===== src/inc/host_port_map.svh =====
`ifndef HOST_PORT_MAP_SVH
`define HOST_PORT_MAP_SVH

// =====================================================================
// Timing figures and encodings.
// CPU clock period in picoseconds.
`define CLK_PERIOD_PS 10000
// Least strobe low width as an absolute time, in picoseconds.
`define STROBE_LOW_ABS_PS 12500
// Least strobe low and high widths counted in CPU periods.
`define STROBE_LOW_PERIODS 4
`define STROBE_HIGH_PERIODS 4
// Strobe low minimum in cycles: the larger of the two figures, rounded up.
`define STROBE_LOW_ABS_CYC ((`STROBE_LOW_ABS_PS + `CLK_PERIOD_PS - 1) / `CLK_PERIOD_PS)
`define STROBE_LOW_CYC ((`STROBE_LOW_ABS_CYC > `STROBE_LOW_PERIODS) ? `STROBE_LOW_ABS_CYC : `STROBE_LOW_PERIODS)
// Access select code that addresses the host data register.
`define SEL_DATA_REG 2'h2
// Host read/write level meaning read.
`define RW_READ 1'b1

`endif


===== src/inc/host_port_pkg.sv =====
// =====================================================================
// Types shared by the host port logic.
package host_port_pkg;

    // Select inputs captured at the start of an access.
    typedef struct packed {
        logic [1:0] access_select;
        logic read_write;
        logic halfword;
    } host_select_t;

    // Access state of the host port.
    typedef enum logic [2:0] {
        ST_IDLE = 3'b000,
        ST_FETCH = 3'b001,
        ST_READ = 3'b010,
        ST_WRITE = 3'b011,
        ST_WRITE_WAIT = 3'b100,
        ST_DONE = 3'b101
    } port_state_t;

endpackage


===== src/rtl/edge_catch.sv =====
`timescale 1ns/100ps

// =====================================================================
// Registered copy of a level with fall and rise pulses.
module edge_catch (
    input wire logic clock_i,
    input wire logic rst_n_i,
    input wire logic enable_i,
    input wire logic level_i,
    output logic level_o,
    output logic fall_o,
    output logic rise_o
);
    logic next_level;

    // Reset to high since every watched host signal idles high.
    always_comb begin
        next_level = level_i;
    end

    always_ff @(posedge clock_i) begin
        if (!rst_n_i) begin
            level_o <= 1'b1;
        end else if (enable_i) begin
            level_o <= next_level;
        end
    end

    assign fall_o = level_o & ~level_i;
    assign rise_o = ~level_o & level_i;
endmodule


===== src/rtl/host_port_strobe_ready.sv =====
`timescale 1ns/100ps
`include "host_port_map.svh"
// Function
// RQ1: Internal strobe is chip select OR inverted XOR of the two data strobes.
// RQ2: Access select and read/write qualify accesses; halfword select too in narrow mode.
// RQ3: Data register read requests a fetch at strobe fall; ready stays high until loaded. A narrow-mode read with halfword select high does not fetch here.
// RQ4: Host keeps strobe low until ready goes low, else writes fail.
// RQ5: Address latch strobe is tied high or pulsed once per strobe active period.
// RQ6: Host holds strobe low and high at least four clock periods each.
// RQ7: Selects captured at address latch fall if used, else at strobe fall.
// RQ8: Write data is captured at the strobe rising edge.
// RQ9: Read data drives after strobe falls and floats after strobe rises.
// RQ10: On writes, ready is high while the write buffer cannot accept data.
module host_port_strobe_ready
    import host_port_pkg::*;
#(
    parameter int DATA_W = 32
) (
    input wire logic clock_i,
    input wire logic rst_n_i,
    input wire logic clk_en_i,
    input wire logic narrow_host_mode_i,
    input wire logic host_chip_select_i,
    input wire logic host_data_strobe_one_i,
    input wire logic host_data_strobe_two_i,
    input wire logic [1:0] host_access_select_i,
    input wire logic host_read_write_i,
    input wire logic halfword_select_i,
    input wire logic host_address_latch_strobe_i,
    input wire logic [DATA_W-1:0] host_data_bus_i,
    output logic [DATA_W-1:0] host_data_bus_o,
    output logic host_data_bus_oe_o,
    output logic host_ready_n_o,
    output logic fetch_req_o,
    input wire logic fetch_load_i,
    input wire logic [DATA_W-1:0] fetch_data_i,
    output logic write_valid_o,
    output logic [DATA_W-1:0] write_data_o,
    output logic write_halfword_o,
    output logic [1:0] write_select_o,
    input wire logic write_buffer_ready_i
);
    // =================================================================
    // Strobe combination and edge detection.
    logic strobe_raw;
    logic strobe_q;
    logic strobe_fall;
    logic strobe_rise;
    logic latch_q;
    logic latch_fall;
    logic latch_rise;

    // Active low: the two strobes differing and chip select low gives zero.
    assign strobe_raw = host_chip_select_i | ~(host_data_strobe_one_i ^ host_data_strobe_two_i); // RQ1

    edge_catch u_strobe_edge (
        .clock_i(clock_i),
        .rst_n_i(rst_n_i),
        .enable_i(clk_en_i),
        .level_i(strobe_raw),
        .level_o(strobe_q),
        .fall_o(strobe_fall),
        .rise_o(strobe_rise)
    );

    edge_catch u_latch_edge (
        .clock_i(clock_i),
        .rst_n_i(rst_n_i),
        .enable_i(clk_en_i),
        .level_i(host_address_latch_strobe_i),
        .level_o(latch_q),
        .fall_o(latch_fall),
        .rise_o(latch_rise)
    );

    // =================================================================
    // Select capture.
    host_select_t sel_now;
    host_select_t sel;
    host_select_t next_sel;
    logic latched;
    logic next_latched;

    // Halfword select only counts in narrow mode; wide mode forces zero.
    always_comb begin
        sel_now.access_select = host_access_select_i; // RQ2
        sel_now.read_write = host_read_write_i; // RQ2
        sel_now.halfword = narrow_host_mode_i & halfword_select_i; // RQ2
    end

    // A latch strobe fall takes the selects and shields them from the strobe fall that follows.
    // A latch fall in the cycle of a strobe rise belongs to the next access, so the set wins.
    always_comb begin
        next_sel = sel;
        next_latched = latched;
        if (strobe_rise) begin
            next_latched = 1'b0;
        end
        if (latch_fall) begin
            next_sel = sel_now; // RQ7
            next_latched = 1'b1;
        end else if (strobe_fall && !latched) begin
            next_sel = sel_now; // RQ7
        end
    end

    always_ff @(posedge clock_i) begin
        if (!rst_n_i) begin
            sel <= '0;
            latched <= 1'b0;
        end else if (clk_en_i) begin
            sel <= next_sel;
            latched <= next_latched;
        end
    end

    // =================================================================
    // Access state machine, ready and data bus.
    port_state_t state;
    port_state_t next_state;
    host_select_t sel_eff;
    logic is_read;
    logic needs_fetch;
    logic next_ready_n;
    logic next_oe;
    logic next_fetch_req;
    logic next_write_valid;
    logic [DATA_W-1:0] next_dout;
    logic [DATA_W-1:0] next_wdata;
    logic next_whalf;
    logic [1:0] next_wsel;

    // Selects valid on the strobe fall cycle come from the pins unless already latched.
    assign sel_eff = latched ? sel : sel_now;
    assign is_read = (sel_eff.read_write == `RW_READ);
    // Only the full word or the first half-word of a data register read fetches.
    assign needs_fetch = is_read && (sel_eff.access_select == `SEL_DATA_REG) && !sel_eff.halfword;

    always_comb begin
        next_state = state;
        next_ready_n = host_ready_n_o;
        next_oe = host_data_bus_oe_o;
        next_fetch_req = 1'b0;
        next_write_valid = 1'b0;
        next_dout = host_data_bus_o;
        next_wdata = write_data_o;
        next_whalf = write_halfword_o;
        next_wsel = write_select_o;
        case (state)
            ST_IDLE: begin
                if (strobe_fall) begin
                    if (is_read) begin
                        next_oe = 1'b1; // RQ9
                    end
                    if (needs_fetch) begin
                        next_fetch_req = 1'b1; // RQ3
                        next_ready_n = 1'b1; // RQ3
                        next_state = ST_FETCH;
                    end else if (is_read) begin
                        next_ready_n = 1'b0;
                        next_state = ST_READ;
                    end else begin
                        next_ready_n = ~write_buffer_ready_i; // RQ10
                        next_state = ST_WRITE;
                    end
                end
            end
            ST_FETCH: begin
                if (fetch_load_i) begin
                    next_dout = fetch_data_i;
                    next_ready_n = 1'b0; // RQ3
                    next_state = ST_READ;
                end
                if (strobe_rise) begin
                    next_oe = 1'b0; // RQ9
                    next_state = ST_IDLE;
                end
            end
            ST_READ: begin
                if (strobe_rise) begin
                    next_oe = 1'b0; // RQ9
                    next_state = ST_IDLE;
                end
            end
            ST_WRITE: begin
                next_ready_n = ~write_buffer_ready_i; // RQ10
                if (strobe_rise) begin
                    // Data is taken at the rising edge; selects come from the capture, as the pins may have moved.
                    next_wdata = host_data_bus_i; // RQ8
                    next_whalf = sel.halfword; // RQ7
                    next_wsel = sel.access_select; // RQ7
                    next_write_valid = 1'b1; // RQ8
                    next_ready_n = 1'b1;
                    next_state = ST_DONE;
                end
            end
            ST_DONE: begin
                next_state = ST_IDLE;
            end
            default: begin
                next_state = ST_IDLE;
            end
        endcase
    end

    always_ff @(posedge clock_i) begin
        if (!rst_n_i) begin
            state <= ST_IDLE;
            host_ready_n_o <= 1'b1;
            host_data_bus_oe_o <= 1'b0;
            host_data_bus_o <= '0;
            fetch_req_o <= 1'b0;
            write_valid_o <= 1'b0;
            write_data_o <= '0;
            write_halfword_o <= 1'b0;
            write_select_o <= 2'h0;
        end else if (clk_en_i) begin
            state <= next_state;
            host_ready_n_o <= next_ready_n;
            host_data_bus_oe_o <= next_oe;
            host_data_bus_o <= next_dout;
            fetch_req_o <= next_fetch_req;
            write_valid_o <= next_write_valid;
            write_data_o <= next_wdata;
            write_halfword_o <= next_whalf;
            write_select_o <= next_wsel;
        end
    end
endmodule


===== config.mk =====
export PLATFORM = sky130hd
export DESIGN_NAME = host_port_strobe_ready
export DESIGN_NICKNAME = d
export VERILOG_FILES = /design/src/inc/host_port_pkg.sv /design/src/rtl/edge_catch.sv /design/src/rtl/host_port_strobe_ready.sv
export VERILOG_INCLUDE_DIRS = /design/src /design/src/inc
export SDC_FILE = /design/constraint.sdc
export NUM_CORES = 1
export LEC_CHECK = 0
export BUFFER_PORTS_ARGS = -buffer_cell sky130_fd_sc_hd__buf_2
export CAP_MARGIN = 10
export CORE_ASPECT_RATIO = 1.25
export CORE_MARGIN = 4
export CORE_UTILIZATION = 42
export CTS_CLUSTER_DIAMETER = 150
export DETAILED_ROUTE_END_ITERATION = 12
export HOLD_SLACK_MARGIN = 0.02
export PLACE_DENSITY = 0.76
export SLEW_MARGIN = 10
export SYNTH_ARGS = -nofsm -noshare
export SYNTH_HDL_FRONTEND = slang
export SYNTH_SLANG_ARGS = --single-unit
export TNS_END_PERCENT = 5

===== constraint.sdc =====
create_clock -name clock_i -period 1.5 [get_ports clock_i]
set_input_delay 0.225 -clock clock_i [delete_from_list [all_inputs] [get_ports clock_i]]
set_output_delay 0.225 -clock clock_i [all_outputs]
set_load 0.01 [all_outputs]

==> impl_metrics.csv <==
group,metric,value,unit
layout,area_growth,39.5,%
sta,setup-violations-final,33,
clocking,root_buffer,"clkbuf_8",
die,num_io_pins,149,
layout,n_antenna_cell,0,
run_status,status,"finished, violations left",
die,coreArea,7490,um2
sta,fin_crit_sh,104,%
die,start_util,43.8,%
sta,worstMarginPinSlew,533,ps
logic_synthesis,ys_warn_count,0,
clocking,cts_hold_buf,0,
clocking,clock-sinks,81,
drt,wl_per_cell,13.7,um
power,total_power,4.31,mW
min_path,hp-class,"in -> reg",
logic_synthesis,yosys.area.top_type,"dfxtp_1",
layout,drive_gt1_share,38.2,%
drt,vias,3111,
die,rows,35,
die,die_w,87.0,um
sta,clock_skew,10.7,ps
logic_synthesis,synthesis.nets,462,
logic_synthesis,yosysSeqAreaShare,49.5,%
logic_synthesis,postSynthCellCount,384,
sta,fmax,639,MHz
worst_setup_path,cp-end-kind,"flop",
drt,antenna_left,0,
layout,layout.cells.non_filler,639,
run_status,violations,"negative setup slack",
placed_design,port_buffers,148,
global_route,overflow,0,
sta,slew_violations,0,
clocking,clk_latency,340,ps
flow_run,maxCapViolCount,0,
global_route,track_usage,17.2,%
drt,drc_errors,0,
layout,final_cell_mix,"buf_2, nand2_1, dfxtp_1",
clocking,numCtsBuffers,9,
placed_design,routabilityCongestion,0.809,
clocking,cts_tree,"yes",
drt,dr.pass1.iters,4,
sta,hold_viol,0,
drt,drt_iter0_drc,86,
clocking,clkTransAtPathRegs,90,ps
power,p_leak,2.03,nW
die,die_y,107,um
logic_synthesis,synthDistinctLibCells,35,
clocking,clockBufferDepth,2,
placed_design,dp_hpwl,5750,um
logic_synthesis,ys_seq_elements,81,
worst_setup_path,cp.required,1770,ps
layout,nets,620,
power,p_per_area,942,nW/um2
logic_synthesis,synth.top_cell.area_share,49.5,%
clocking,htree_levels,3,
die,die_area,9290,um2
worst_setup_path,worstSetupStartpointType,"flop",
layout,mostFrequentLayoutCell,"buf_2",
logic_synthesis,synth-async-reset-ratio,0,%
sta,grt_setup_unrepaired,"yes",
global_route,grt_pass1_wl,12900,um
power,vdd_drop_max,0.795,mV
logic_synthesis,syn_area_per_cell,8.53,um2
drt,routed_wl,8740,um
worst_setup_path,arrival,1830,ps
logic_synthesis,synth-edff-count,0,
logic_synthesis,ys.flop_type,"dfxtp_1",
global_route,grt_start_max_net_pins,82,
drt,vias_per_cell,4.87,
global_route,grt_pass1_vias,2838,
sta,maxSlewHeadroom,64.2,%
placed_design,numPlacedInstances,614,
sta,finalCriticalPeriod,1560,ps
worst_setup_path,worstSetupPathType,"reg -> reg",
logic_synthesis,synthTopCellsByArea,"dfxtp_1, nand2_1, a21boi_0, a21boi_1, buf_6",
global_route,antenna_found_initial,0,
sta,layout_setup_ws,-64.8,ps
layout,fillers,657,
worst_setup_path,worstPathMaxFanout,9,
logic_synthesis,netlist_area,3280,um2
==> synthesized netlist by cell type, types with 2 or more instances <==
master,count
inv_1,2
buf_6,7
nor2b_1,7
buf_4,3
buf_2,5
xor2_1,2
dfxtp_1,81
or3_1,2
and2b_1,2
o21ai_0,8
nand2_1,143
a21oi_1,7
a21boi_0,36
a211oi_1,2
nand2b_1,3
a21boi_1,35
nand3_1,4
mux2i_1,5
a31oi_1,2
nor3_1,2
nor2_1,3
clkbuf_1,10
==> per-layer routing <==
layer	part of all wire, %	GRT usage (%)	vias up
li1	-	-	1582
met1	41	20.5	1412
met2	51	29.5	107
met3	6.9	4.15	10
met4	1.5	6.35	0
met5	0	0	-
==> per-stage QoR <==
step	setup slack [ps]	hold slack (ps)	utilization (%)	TNS, ps	instance area, um2
final	-64.8	109	61.0	-575	4570
after global routing	-152	93.9	61.0	-3330	4570
after CTS	2.01	92.6	58.1	0	4350
after detailed placement	-111	445	55.3	-2460	4140
after global placement	-63.2	436	55.3	-1830	4140
after floorplan	5.87	353	-	0	3280
==> worst paths after layout <==
path / startpoint / to / slack [ps] / cells after the start
setup / recovery: state[2] / write_data_o[5] / -60 / 8
hold / removal: host_data_bus_i[14] / write_data_o[14] / 110 / 3
setup reg to reg: state[2] / write_data_o[5] / -60 / 8
hold reg to reg: host_data_bus_o[21] / host_data_bus_o[21] / 450 / 2
==> cell type report <==
class	count	area [um2]	share of cell area, %
Clock buffer	10	128	2.79
Clock inverter	6	67.6	1.48
Inverter	3	11.3	0.246
Multi-Input combinational cell	275	1560	34.2
Sequential cell	81	1630	35.6
Tap cell	92	115	2.52
Timing Repair Buffer	172	1060	23.2
==> kinds of logic after synthesis <==
logic type | share of synthesized area, %
AO/OA/AOI/OAI | 20.8
multiplexers | 1.53
XOR/XNOR | 0.802
AND/OR/NAND/NOR | 22.0
buffers and inverters | 5.35
flip-flops | 49.5
==> registers in the layout, indices dropped and copies added, names as in the netlist, 2 cells and up <==
register / flops
write_select_o: 2
host_data_bus_o: 32
state: 3
write_data_o: 32
sel: 4
==> where the power goes <==
| part | internal (mW) | total [mW] | leakage [nW] | switching [mW] |
|---|---|---|---|---|
| Combinational | 0.263 | 0.503 | 1.28 | 0.241 |
| Sequential | 2.19 | 2.23 | 0.656 | 0.0403 |
| Clock | 0.776 | 1.57 | 0.0929 | 0.794 |
| Total | 3.23 | 4.31 | 2.03 | 1.07 |
==> worst max-delay path: stages (launching register included) <==
cell and delay [ps]:
dfxtp_4 360, and2b_2 240, nand2_2 60, buf_6 130
nor3_4 190, buf_12 170, clkbuf_16 160, nand2_1 60
a21boi_1 130
==> timing repair <==
| action | CTS | global route |
|---|---|---|
| setup endpoints to repair | 12 | 72 |
| gates cloned | 0 | 5 |
| gates resized for setup | 4 | 44 |
| pin swaps | 1 | 4 |
| buffers inserted | 0 | 4 |
No activity file was read; power rests on OpenSTA's default activity.
